**src/hw/io_port_regs.vh**
```
// Register indices, field layouts, reset values and decode codes for the I/O port block.
`ifndef IO_PORT_REGS_VH
`define IO_PORT_REGS_VH

// Register indices; the byte address is four times the index.
`define PB_LATCH_IDX      15'h7fcc
`define PB_INPUT_IDX      15'h7fcd
`define PB_DIR_IDX        15'h7fce
`define PB_FSEL_A_IDX     15'h7fcf
`define PB_FSEL_B_IDX     15'h7ffb
`define PA_HI_CTRL_IDX    15'h7fe0
`define PA_HI_INPUT_IDX   15'h7fe1

// Register selects produced by the address decoder.
`define SEL_NONE          3'h0
`define SEL_PB_LATCH      3'h1
`define SEL_PB_INPUT      3'h2
`define SEL_PB_DIR        3'h3
`define SEL_PB_FSEL_A     3'h4
`define SEL_PB_FSEL_B     3'h5
`define SEL_PA_CTRL       3'h6
`define SEL_PA_INPUT      3'h7

// Widths and reset values.
`define PB_WIDTH          7
`define PA_HI_WIDTH       2
`define PB_RESET          7'h00
`define PA_CTRL_RESET     8'h00
`define PB_HAS_PERIPH     7'h7b

// Field positions of the upper port A control register (bit 6 then bit 7 of each field).
`define PA_LAT_LSB        0
`define PA_DIR_LSB        2
`define PA_FSA_LSB        4
`define PA_FSB_LSB        6

// Port B bit positions of the multiplexed peripheral signals.
`define PB_UART_RX_BIT    2
`define PB_I2C_CLK_BIT    4
`define PB_I2C_DATA_BIT   5

// AXI responses.
`define RESP_OKAY         2'h0
`define RESP_SLVERR       2'h2

// Pin decode codes, ordered function A, function B, latch, direction.
`define PM_OPEN           4'h0
`define PM_PULLUP         4'h2
`define PM_LOW            4'h1
`define PM_HIGH           4'h3
`define PM_LOW_SLOW       4'h4
`define PM_HIGH_SLOW      4'h6
`define PM_B_LOW          4'h5
`define PM_B_OPEN_INV     4'h7
`define PM_A_LOW          4'h8
`define PM_A_PER_INV      4'ha
`define PM_A_PER          4'h9
`define PM_A_HIGH         4'hb
`define PM_AB_LOW_SLOW    4'hc
`define PM_AB_PER_SLOW    4'he
`define PM_AB_PER_OD      4'hd
`define PM_AB_OPEN        4'hf

`endif

```
**src/hw/io_port_pin_control.v**
```verilog
// Second port and first port bits 6 and 7: registers, pin decode, input read and standby hold of first port bits 6 and 7 only.
`timescale 1ns/1ps
`include "io_port_regs.vh"

module io_port_pin_control #(
  parameter ADDR_W = 17
) (
  input  wire                     CORE_CLK,
  input  wire                     RST,
  input  wire                     CLK_EN,
  input  wire                     STANDBY,
  input  wire [ADDR_W-1:0]        S_AXI_AWADDR,
  input  wire                     S_AXI_AWVALID,
  output wire                     S_AXI_AWREADY,
  input  wire [31:0]              S_AXI_WDATA,
  input  wire [3:0]               S_AXI_WSTRB,
  input  wire                     S_AXI_WVALID,
  output wire                     S_AXI_WREADY,
  output wire [1:0]               S_AXI_BRESP,
  output wire                     S_AXI_BVALID,
  input  wire                     S_AXI_BREADY,
  input  wire [ADDR_W-1:0]        S_AXI_ARADDR,
  input  wire                     S_AXI_ARVALID,
  output wire                     S_AXI_ARREADY,
  output wire [31:0]              S_AXI_RDATA,
  output wire [1:0]               S_AXI_RRESP,
  output wire                     S_AXI_RVALID,
  input  wire                     S_AXI_RREADY,
  input  wire [`PB_WIDTH-1:0]     PORT_B_PIN_I,
  output wire [`PB_WIDTH-1:0]     PORT_B_PIN_O,
  output wire [`PB_WIDTH-1:0]     PORT_B_PIN_OE,
  output wire [`PB_WIDTH-1:0]     PORT_B_PULLUP,
  output wire [`PB_WIDTH-1:0]     PORT_B_SLOW,
  input  wire [`PA_HI_WIDTH-1:0]  PORT_A_PIN_I,
  output wire [`PA_HI_WIDTH-1:0]  PORT_A_PIN_O,
  output wire [`PA_HI_WIDTH-1:0]  PORT_A_PIN_OE,
  output wire [`PA_HI_WIDTH-1:0]  PORT_A_PULLUP,
  output wire [`PA_HI_WIDTH-1:0]  PORT_A_SLOW,
  input  wire                     PWM_CHANNEL_ONE_A,
  input  wire                     PWM_CHANNEL_ONE_B,
  input  wire                     UART_UNIT_FOUR_TX,
  output wire                     UART_UNIT_FOUR_RX,
  input  wire                     SINGLE_MASTER_I2C_UNIT1_CLK_OUT,
  input  wire                     SINGLE_MASTER_I2C_UNIT1_DATA_OUT,
  input  wire                     SINGLE_MASTER_I2C_UNIT1_AUX_OUT,
  output wire                     SINGLE_MASTER_I2C_UNIT1_CLK_IN,
  output wire                     SINGLE_MASTER_I2C_UNIT1_DATA_IN,
  input  wire                     SINGLE_MASTER_I2C_DATA_OUT
);

  localparam IDX_W = ADDR_W - 2;

  function [2:0] reg_sel;
    input [IDX_W-1:0] idx;
    begin
      case (idx)
        `PB_LATCH_IDX:    reg_sel = `SEL_PB_LATCH;
        `PB_INPUT_IDX:    reg_sel = `SEL_PB_INPUT;
        `PB_DIR_IDX:      reg_sel = `SEL_PB_DIR;
        `PB_FSEL_A_IDX:   reg_sel = `SEL_PB_FSEL_A;
        `PB_FSEL_B_IDX:   reg_sel = `SEL_PB_FSEL_B;
        `PA_HI_CTRL_IDX:  reg_sel = `SEL_PA_CTRL;
        `PA_HI_INPUT_IDX: reg_sel = `SEL_PA_INPUT;
        default:          reg_sel = `SEL_NONE;
      endcase
    end
  endfunction

  reg  [`PB_WIDTH-1:0]    port_b_output_latch_q;
  reg  [`PB_WIDTH-1:0]    port_b_direction_q;
  reg  [`PB_WIDTH-1:0]    port_b_function_sel_a_q;
  reg  [`PB_WIDTH-1:0]    port_b_function_sel_b_q;
  reg  [7:0]              pa_ctrl_q;
  reg  [`PB_WIDTH-1:0]    b_meta_q;
  reg  [`PB_WIDTH-1:0]    b_sync_q;
  reg  [`PA_HI_WIDTH-1:0] a_meta_q;
  reg  [`PA_HI_WIDTH-1:0] a_sync_q;
  reg  [`PB_WIDTH-1:0]    b_o_q;
  reg  [`PB_WIDTH-1:0]    b_oe_q;
  reg  [`PB_WIDTH-1:0]    b_pu_q;
  reg  [`PB_WIDTH-1:0]    b_slow_q;
  reg  [`PA_HI_WIDTH-1:0] a_o_q;
  reg  [`PA_HI_WIDTH-1:0] a_oe_q;
  reg  [`PA_HI_WIDTH-1:0] a_pu_q;
  reg  [`PA_HI_WIDTH-1:0] a_slow_q;
  reg                     uart_rx_q;
  reg                     i2c_clk_in_q;
  reg                     i2c_data_in_q;
  reg                     aw_have_q;
  reg  [IDX_W-1:0]        aw_idx_q;
  reg                     w_have_q;
  reg  [7:0]              w_data_q;
  reg                     w_lane0_q;
  reg                     bvalid_q;
  reg  [1:0]              bresp_q;
  reg                     rvalid_q;
  reg  [31:0]             rdata_q;
  reg  [1:0]              rresp_q;

  wire [`PB_WIDTH-1:0]    b_en_d;
  wire [`PB_WIDTH-1:0]    b_val_d;
  wire [`PB_WIDTH-1:0]    b_pu_d;
  wire [`PB_WIDTH-1:0]    b_slow_d;
  wire [`PB_WIDTH-1:0]    b_inv;
  wire [`PB_WIDTH-1:0]    b_periph;
  wire [`PA_HI_WIDTH-1:0] a_en_d;
  wire [`PA_HI_WIDTH-1:0] a_val_d;
  wire [`PA_HI_WIDTH-1:0] a_pu_d;
  wire [`PA_HI_WIDTH-1:0] a_slow_d;
  wire [`PA_HI_WIDTH-1:0] a_inv;
  wire [`PB_WIDTH-1:0]    b_read;
  wire [`PA_HI_WIDTH-1:0] a_read;
  wire                    do_write;
  wire [2:0]              wr_sel;
  wire [2:0]              rd_sel;
  wire                    do_read;

  // Peripheral signals in pin order; pin 2 is the UART receive input and has no output.
  assign b_periph = {SINGLE_MASTER_I2C_UNIT1_AUX_OUT,
                     SINGLE_MASTER_I2C_UNIT1_DATA_OUT,
                     SINGLE_MASTER_I2C_UNIT1_CLK_OUT,
                     UART_UNIT_FOUR_TX,
                     1'b0,
                     PWM_CHANNEL_ONE_B,
                     PWM_CHANNEL_ONE_A};

  genvar gi;
  generate
    for (gi = 0; gi < `PB_WIDTH; gi = gi + 1)
    begin : g_port_b
      pin_mode_decode #(
        .HAS_PERIPH ((`PB_HAS_PERIPH >> gi) & 1)
      ) u_dec (
        .fsel_a    (port_b_function_sel_a_q[gi]),
        .fsel_b    (port_b_function_sel_b_q[gi]),
        .latch     (port_b_output_latch_q[gi]),
        .dir       (port_b_direction_q[gi]),
        .periph    (b_periph[gi]),
        .drive_en  (b_en_d[gi]),
        .drive_val (b_val_d[gi]),
        .pull_en   (b_pu_d[gi]),
        .slow_en   (b_slow_d[gi]),
        .read_inv  (b_inv[gi])
      );
    end
    for (gi = 0; gi < `PA_HI_WIDTH; gi = gi + 1)
    begin : g_port_a
      pin_mode_decode #(
        .HAS_PERIPH ((gi == 0) ? 1 : 0)
      ) u_dec (
        .fsel_a    (pa_ctrl_q[`PA_FSA_LSB + gi]),
        .fsel_b    (pa_ctrl_q[`PA_FSB_LSB + gi]),
        .latch     (pa_ctrl_q[`PA_LAT_LSB + gi]),
        .dir       (pa_ctrl_q[`PA_DIR_LSB + gi]),
        .periph    (SINGLE_MASTER_I2C_DATA_OUT),
        .drive_en  (a_en_d[gi]),
        .drive_val (a_val_d[gi]),
        .pull_en   (a_pu_d[gi]),
        .slow_en   (a_slow_d[gi]),
        .read_inv  (a_inv[gi])
      );
    end
  endgenerate

  // The read path always looks at the pin, whatever the direction.
  assign b_read = b_sync_q ^ b_inv;
  assign a_read = a_sync_q ^ a_inv;

  assign do_write = aw_have_q & w_have_q & ~bvalid_q;
  assign wr_sel   = reg_sel(aw_idx_q);
  assign do_read  = S_AXI_ARVALID & ~rvalid_q;
  assign rd_sel   = reg_sel(S_AXI_ARADDR[ADDR_W-1:2]);

  assign S_AXI_AWREADY = ~aw_have_q & ~bvalid_q;
  assign S_AXI_WREADY  = ~w_have_q & ~bvalid_q;
  assign S_AXI_BVALID  = bvalid_q;
  assign S_AXI_BRESP   = bresp_q;
  assign S_AXI_ARREADY = ~rvalid_q;
  assign S_AXI_RVALID  = rvalid_q;
  assign S_AXI_RDATA   = rdata_q;
  assign S_AXI_RRESP   = rresp_q;

  assign PORT_B_PIN_O  = b_o_q;
  assign PORT_B_PIN_OE = b_oe_q;
  assign PORT_B_PULLUP = b_pu_q;
  assign PORT_B_SLOW   = b_slow_q;
  assign PORT_A_PIN_O  = a_o_q;
  assign PORT_A_PIN_OE = a_oe_q;
  assign PORT_A_PULLUP = a_pu_q;
  assign PORT_A_SLOW   = a_slow_q;

  assign UART_UNIT_FOUR_RX               = uart_rx_q;
  assign SINGLE_MASTER_I2C_UNIT1_CLK_IN  = i2c_clk_in_q;
  assign SINGLE_MASTER_I2C_UNIT1_DATA_IN = i2c_data_in_q;

  // Write channel: address and data are held separately and the write fires once both exist.
  always @(posedge CORE_CLK or posedge RST)
  begin
    if (RST)
    begin
      aw_have_q               <= 1'b0;
      aw_idx_q                <= {IDX_W{1'b0}};
      w_have_q                <= 1'b0;
      w_data_q                <= 8'h00;
      w_lane0_q               <= 1'b0;
      bvalid_q                <= 1'b0;
      bresp_q                 <= `RESP_OKAY;
      port_b_output_latch_q   <= `PB_RESET;
      port_b_direction_q      <= `PB_RESET;
      port_b_function_sel_a_q <= `PB_RESET;
      port_b_function_sel_b_q <= `PB_RESET;
      pa_ctrl_q               <= `PA_CTRL_RESET;
    end
    else if (CLK_EN)
    begin
      if (S_AXI_AWVALID & S_AXI_AWREADY)
      begin
        aw_have_q <= 1'b1;
        aw_idx_q  <= S_AXI_AWADDR[ADDR_W-1:2];
      end
      if (S_AXI_WVALID & S_AXI_WREADY)
      begin
        w_have_q  <= 1'b1;
        w_data_q  <= S_AXI_WDATA[7:0];
        w_lane0_q <= S_AXI_WSTRB[0];
      end
      if (do_write)
      begin
        aw_have_q <= 1'b0;
        w_have_q  <= 1'b0;
        bvalid_q  <= 1'b1;
        bresp_q   <= (wr_sel == `SEL_NONE) ? `RESP_SLVERR : `RESP_OKAY;
        if (w_lane0_q)
        begin
          case (wr_sel)
            `SEL_PB_LATCH:  port_b_output_latch_q   <= w_data_q[`PB_WIDTH-1:0];
            `SEL_PB_DIR:    port_b_direction_q      <= w_data_q[`PB_WIDTH-1:0];
            `SEL_PB_FSEL_A: port_b_function_sel_a_q <= w_data_q[`PB_WIDTH-1:0];
            `SEL_PB_FSEL_B: port_b_function_sel_b_q <= w_data_q[`PB_WIDTH-1:0];
            `SEL_PA_CTRL:   pa_ctrl_q               <= w_data_q;
            default:        pa_ctrl_q               <= pa_ctrl_q;
          endcase
        end
      end
      else if (bvalid_q & S_AXI_BREADY)
      begin
        bvalid_q <= 1'b0;
      end
    end
  end

  // Read channel: one cycle from address acceptance to data valid.
  always @(posedge CORE_CLK or posedge RST)
  begin
    if (RST)
    begin
      rvalid_q <= 1'b0;
      rdata_q  <= 32'h00000000;
      rresp_q  <= `RESP_OKAY;
    end
    else if (CLK_EN)
    begin
      if (do_read)
      begin
        rvalid_q <= 1'b1;
        rresp_q  <= (rd_sel == `SEL_NONE) ? `RESP_SLVERR : `RESP_OKAY;
        case (rd_sel)
          `SEL_PB_LATCH:  rdata_q <= {25'h0000000, port_b_output_latch_q};
          `SEL_PB_INPUT:  rdata_q <= {25'h0000000, b_read};
          `SEL_PB_DIR:    rdata_q <= {25'h0000000, port_b_direction_q};
          `SEL_PB_FSEL_A: rdata_q <= {25'h0000000, port_b_function_sel_a_q};
          `SEL_PB_FSEL_B: rdata_q <= {25'h0000000, port_b_function_sel_b_q};
          `SEL_PA_CTRL:   rdata_q <= {24'h000000, pa_ctrl_q};
          `SEL_PA_INPUT:  rdata_q <= {30'h00000000, a_read};
          default:        rdata_q <= 32'h00000000;
        endcase
      end
      else if (rvalid_q & S_AXI_RREADY)
      begin
        rvalid_q <= 1'b0;
      end
    end
  end

  // Pin inputs arrive asynchronously and pass two flip-flops before any use.
  always @(posedge CORE_CLK or posedge RST)
  begin
    if (RST)
    begin
      b_meta_q      <= `PB_RESET;
      b_sync_q      <= `PB_RESET;
      a_meta_q      <= {`PA_HI_WIDTH{1'b0}};
      a_sync_q      <= {`PA_HI_WIDTH{1'b0}};
      uart_rx_q     <= 1'b0;
      i2c_clk_in_q  <= 1'b0;
      i2c_data_in_q <= 1'b0;
    end
    else if (CLK_EN)
    begin
      b_meta_q      <= PORT_B_PIN_I;
      b_sync_q      <= b_meta_q;
      a_meta_q      <= PORT_A_PIN_I;
      a_sync_q      <= a_meta_q;
      uart_rx_q     <= b_read[`PB_UART_RX_BIT];
      i2c_clk_in_q  <= b_read[`PB_I2C_CLK_BIT];
      i2c_data_in_q <= b_read[`PB_I2C_DATA_BIT];
    end
  end

  // Pad controls are registered so that the pads see no decode glitches.
  always @(posedge CORE_CLK or posedge RST)
  begin
    if (RST)
    begin
      b_o_q    <= `PB_RESET;
      b_oe_q   <= `PB_RESET;
      b_pu_q   <= `PB_RESET;
      b_slow_q <= `PB_RESET;
      a_o_q    <= {`PA_HI_WIDTH{1'b0}};
      a_oe_q   <= {`PA_HI_WIDTH{1'b0}};
      a_pu_q   <= {`PA_HI_WIDTH{1'b0}};
      a_slow_q <= {`PA_HI_WIDTH{1'b0}};
    end
    else if (CLK_EN)
    begin
      b_o_q    <= b_val_d;
      b_oe_q   <= b_en_d;
      b_pu_q   <= b_pu_d;
      b_slow_q <= b_slow_d;
      // Freezing the pad registers also freezes peripheral data that is muxed onto the pin.
      if (~STANDBY)
      begin
        a_o_q    <= a_val_d;
        a_oe_q   <= a_en_d;
        a_pu_q   <= a_pu_d;
        a_slow_q <= a_slow_d;
      end
    end
  end

endmodule // io_port_pin_control

```
**src/hw/pin_mode_decode.v**
```verilog
// Combinational decode of one pin's function, latch and direction bits into pad controls.
`timescale 1ns/1ps
`include "io_port_regs.vh"

module pin_mode_decode #(
  parameter HAS_PERIPH = 1
) (
  input  wire fsel_a,
  input  wire fsel_b,
  input  wire latch,
  input  wire dir,
  input  wire periph,
  output reg  drive_en,
  output reg  drive_val,
  output reg  pull_en,
  output reg  slow_en,
  output reg  read_inv
);

  always @*
  begin
    drive_en  = 1'b0;
    drive_val = 1'b0;
    pull_en   = 1'b0;
    slow_en   = 1'b0;
    read_inv  = 1'b0;
    case ({fsel_a, fsel_b, latch, dir})
      `PM_OPEN: drive_en = 1'b0;
      `PM_PULLUP: pull_en = 1'b1;
      `PM_LOW: drive_en = 1'b1;
      `PM_HIGH:
      begin
        drive_en  = 1'b1;
        drive_val = 1'b1;
      end
      `PM_LOW_SLOW:
      begin
        drive_en = 1'b1;
        slow_en  = 1'b1;
      end
      `PM_HIGH_SLOW:
      begin
        drive_en  = 1'b1;
        drive_val = 1'b1;
        slow_en   = 1'b1;
      end
      `PM_B_LOW: drive_en = 1'b1;
      `PM_B_OPEN_INV: read_inv = 1'b1;
      `PM_A_LOW: drive_en = 1'b1;
      `PM_A_PER_INV:
      begin
        drive_en  = 1'b1;
        drive_val = (HAS_PERIPH != 0) ? ~periph : 1'b0;
        read_inv  = 1'b1;
      end
      `PM_A_PER:
      begin
        drive_en  = 1'b1;
        drive_val = (HAS_PERIPH != 0) ? periph : 1'b1;
      end
      `PM_A_HIGH:
      begin
        drive_en  = 1'b1;
        drive_val = 1'b1;
      end
      `PM_AB_LOW_SLOW:
      begin
        drive_en = 1'b1;
        slow_en  = 1'b1;
      end
      `PM_AB_PER_SLOW:
      begin
        drive_en  = 1'b1;
        drive_val = (HAS_PERIPH != 0) ? periph : 1'b1;
        slow_en   = 1'b1;
      end
      `PM_AB_PER_OD:
      begin
        // Open drain only ever pulls low; a high level is left to the external pull-up.
        drive_en = (HAS_PERIPH != 0) ? ~periph : 1'b0;
      end
      `PM_AB_OPEN: drive_en = 1'b0;
      default: drive_en = 1'b0;
    endcase
  end

endmodule // pin_mode_decode
```
**config.mk**
```make
export PLATFORM = sky130hd
export DESIGN_NAME = io_port_pin_control
export DESIGN_NICKNAME = d
export VERILOG_FILES = /design/src/hw/io_port_pin_control.v /design/src/hw/pin_mode_decode.v
export VERILOG_INCLUDE_DIRS = /design/src /design/src/hw
export SDC_FILE = /design/constraint.sdc
export NUM_CORES = 1
export LEC_CHECK = 0
export CAP_MARGIN = 25
export CORE_ASPECT_RATIO = 1.75
export CORE_MARGIN = 3
export CORE_UTILIZATION = 31
export CTS_BUF_LIST = sky130_fd_sc_hd__clkbuf_4 sky130_fd_sc_hd__clkbuf_8
export CTS_CLUSTER_DIAMETER = 30
export CTS_CLUSTER_SIZE = 28
export DETAILED_ROUTE_END_ITERATION = 10
export DONT_BUFFER_PORTS = 1
export GPL_TIMING_DRIVEN = 0
export PLACE_DENSITY = 0.43
export SLEW_MARGIN = 20
export SYNTH_ARGS = -nofsm -noshare
export SYNTH_HDL_FRONTEND = slang
export SYNTH_SLANG_ARGS = --single-unit
```
**constraint.sdc**
```tcl
create_clock -name CORE_CLK -period 5.7 [get_ports CORE_CLK]
set_input_delay 0.855 -clock CORE_CLK [delete_from_list [all_inputs] [get_ports CORE_CLK]]
set_output_delay 0.855 -clock CORE_CLK [all_outputs]
set_load 0.05 [all_outputs]
```
==> metrics.md <==
| Metric | Value |
|---|---|
| Status | `finished clean` |
| Final Hold Vio Count | `0` |
| Setup WS pre-CTS | `2.64 ns` |
| #FFs+latches synth | `131` |
| Row cnt | `about 70` |
| Most frequent cells in the layout | `dfrtp_1 (131), mux2_2 (86), nand2_1 (45), clkbuf_1 (30)` |
| RSZ-0062 raised after global routing | `no` |
| Core Area | `around 22,000 µm²` |
| Die Width | `approximately 120 µm` |
| Avg Cell Area, Syn | `around 11 µm²` |
| Yosys warns | `0` |
| Post_cts resized | `0` |
| Worst-path clk slew | `0.07 ns` |
| Wire length per cell | `roughly 20 µm` |
| Fin crit period | `2.93 ns` |
| RD Place Congestion | `around 0.80` |
| Peak VDD IR | `just under 0.2 mV` |
| # port buffers | `0` |
| Placed cell area | `between 7000 and 8000 µm²` |
| Global route total overflow | `0` |
| Hold buffers post-CTS | `0` |
| Startpoint types | `flop` |
| Total power | `about 2.4 mW` |
| Die area | `roughly 24,000 µm²` |
| Worst setup EP type | `flop` |
| Least-Margin Pin Slew | `roughly 1.0 ns` |
| CTS tree | `yes` |
| Post-synth top area share | `0.477` |
| Final period util | `0.514` |
| Maximum fanout along the worst path | `7` |
| Vias in the first global route | `5,063` |
| Final core occ | `0.359` |
| Largest net degree at the start of global routing | `between 90 and 100` |
| Peak Freq | `~340 MHz` |
| Clock Latency Late Sink | `between 0.4 and 0.5 ns` |
| Total number of vias | `approximately 4,900` |
| DPL Wire Length | `between 10,000 and 15,000 µm` |
| Seq/Total Area, Yosys | `0.477` |
| Initial antenna violation count | `0` |
| Post-synth ARST share | `1.00` |
| WL final | `between 15,000 and 20,000 µm` |
| Critical Path Start | `S_AXI_BVALID$_DFFE_PP0P_` |
| Cells after synthesis | `around 630` |
| Max_cap viols | `0` |
| Post-layout instance area | `7770 µm²` |
| Die height | `approximately 200 µm` |
| Post-Syn Area | `between 6000 and 7000 µm²` |
| Root Driver | `clkbuf_8` |
| Max incr delay on CP | `just over 0.7 ns` |
| Starting Density | `0.317` |
| CP max-delay cell | `nor2_1` |
| CTS max path bufs | `2` |
| First-pass GRT wire length | `~30,000 µm` |
| Worst min path class | `in -> async` |
| Largest area contributor in the netlist | `dfrtp_1` |
| Hold_ws | `between 0.2 and 0.25 ns` |
| Reg2reg start | `S_AXI_BVALID$_DFFE_PP0P_` |
| Skew final | `0.0132 ns` |
| Num CTS Buffers | `17` |
| Setup Fix Bufs, Post-CTS | `0` |
| Worst path cell trace | `and2b_1 > nand3_2 > nor4_4 > nand2_1 > nor2_1 > mux2_2` |
| Number of synthesized flops with an enable pin | `0` |
| Pwr dens | `roughly 310 nW/µm²` |
| Synth cell types | `69` |
| Leak pwr | `roughly 3.4 nW` |
| Ports | `175` |
| Routed Antenna Nets | `0` |
| Crit path DAT | `around 3.3 ns` |
| WP data required | `between 6 and 7 ns` |
| Area delta synth->final | `13.0%` |
| Clock sink count | `131` |
| Diodes inserted | `0` |
| Fin worst setup slack | `roughly 2.8 ns` |
| DR pass1 iterations | `5` |
| Commonest non-fill, non-tap cell in the layout | `dfrtp_1` |
| H-tree depth | `4` |
| Finish-stage setup viols | `0` |
| Final slew viol count | `0` |
| Rel. slew slack | `0.316` |
| WS Path Type | `reg -> reg` |
| Largest cells by area after synthesis | `dfrtp_1 (48%), mux2_2 (14%), buf_4 (2.8%), nand2_1 (2.5%), o21ai_0 (1.8%)` |
| GRT Util Overall | `0.163` |
| Nets | `~770` |
| Layout cells sized above 1 | `0.264` |
| Drt initial violations | `~260` |
| Vias/cell | `a little over 5` |
| Ys flop type | `dfrtp_1` |
| Drt drc | `0` |
cell families (layout without fill, tap and decap cells):
| logic type | after synthesis | in the layout | share of synthesized area |
|---|---|---|---|
| AND/OR/NAND/NOR | 181 | 181 | 0.157 |
| flip-flops | 131 | 131 | 0.477 |
| AO/OA/AOI/OAI | 123 | 123 | 0.127 |
| multiplexers | 98 | 98 | 0.164 |
| buffers and inverters | 89 | 124 | 0.0637 |
| XOR/XNOR | 9 | 9 | 0.0115 |
| other | 1 | 26 | 0.000545 |
state kept, by name (all words and copies together), names as in the netlist, 2 cells and up:
register / cells
PORT_A_SLOW: 2
S_AXI_RDATA: 8
port_b_function_sel_a_q: 7
PORT_B_PULLUP: 7
PORT_A_PULLUP: 2
PORT_A_PIN_OE: 2
port_b_output_latch_q: 7
b_sync_q: 7
PORT_B_PIN_O: 7
port_b_direction_q: 7
PORT_A_PIN_O: 2
a_sync_q: 2
port_b_function_sel_b_q: 7
w_data_q: 8
aw_idx_q: 15
b_meta_q: 7
PORT_B_SLOW: 7
PORT_B_PIN_OE: 7
a_meta_q: 2
pa_ctrl_q: 8
stage by stage:
step / instances / setup TNS (ns)
final: 984 / 0
after global routing: 984 / 0
after CTS: 984 / 0
after detailed placement: 952 / 0
after global placement: 949 / -36.20
after floorplan: 657 / 0
critical path, delay by kind of cell (launching register included):
kind / cells / cell delay [ns]
muxes: 1 / 0.41
DFF: 1 / 0.60
and+or+nand+nor: 5 / 1.79
per-layer routing:
metal	up-vias	wire, µm	GRT usage
li1	2331	-	-
met1	2443	7300	0.177
met2	152	10600	0.303
met3	23	1230	0.0499
met4	0	231	0.0501
met5	-	0	0
synthesized netlist by cell type, types with 10 or more instances:
library cell / n
nor2b_1: 11
dfrtp_1: 131
nand2b_1: 13
buf_4: 26
inv_1: 24
mux2_2: 86
nand3_1: 19
nand2_1: 45
a21oi_1: 22
a22oi_1: 10
nor2_1: 24
o21ai_0: 25
clkbuf_1: 30
cell type report:
type | count | area (µm²)
clock inverters | 5 | 50.0
fillers | 2230 | 13900
repair buffers | 3 | 37.5
inverters | 24 | 97.6
well taps | 292 | 365
clock buffers | 27 | 328
multi-input cells | 437 | 3270
plain buffers | 65 | 348
flip-flops and latches | 131 | 3280
worst paths after layout:
path / end / slack (ns) / depth (start not counted)
worst max-delay path: port_b_direction_q[5]$_DFFE_PP0P_ / 2.77 / 6
worst min-delay path: b_meta_q[4]$_DFFE_PP0P_ / 0.22 / 1
worst max register to register: port_b_direction_q[5]$_DFFE_PP0P_ / 2.77 / 6
worst min register to register: a_meta_q[0]$_DFFE_PP0P_ / 0.50 / 1
max in group asynchronous: PORT_B_PULLUP[5]$_DFFE_PP0P_ / 4.68 / 2
min in group CORE_CLK: a_meta_q[0]$_DFFE_PP0P_ / 0.50 / 1
power by group:
part           internal, mW  switching, mW
combinational         0.176          0.248
sequential             1.05          0.184
clock                 0.411          0.360
Power figures use the tool's default switching activity.
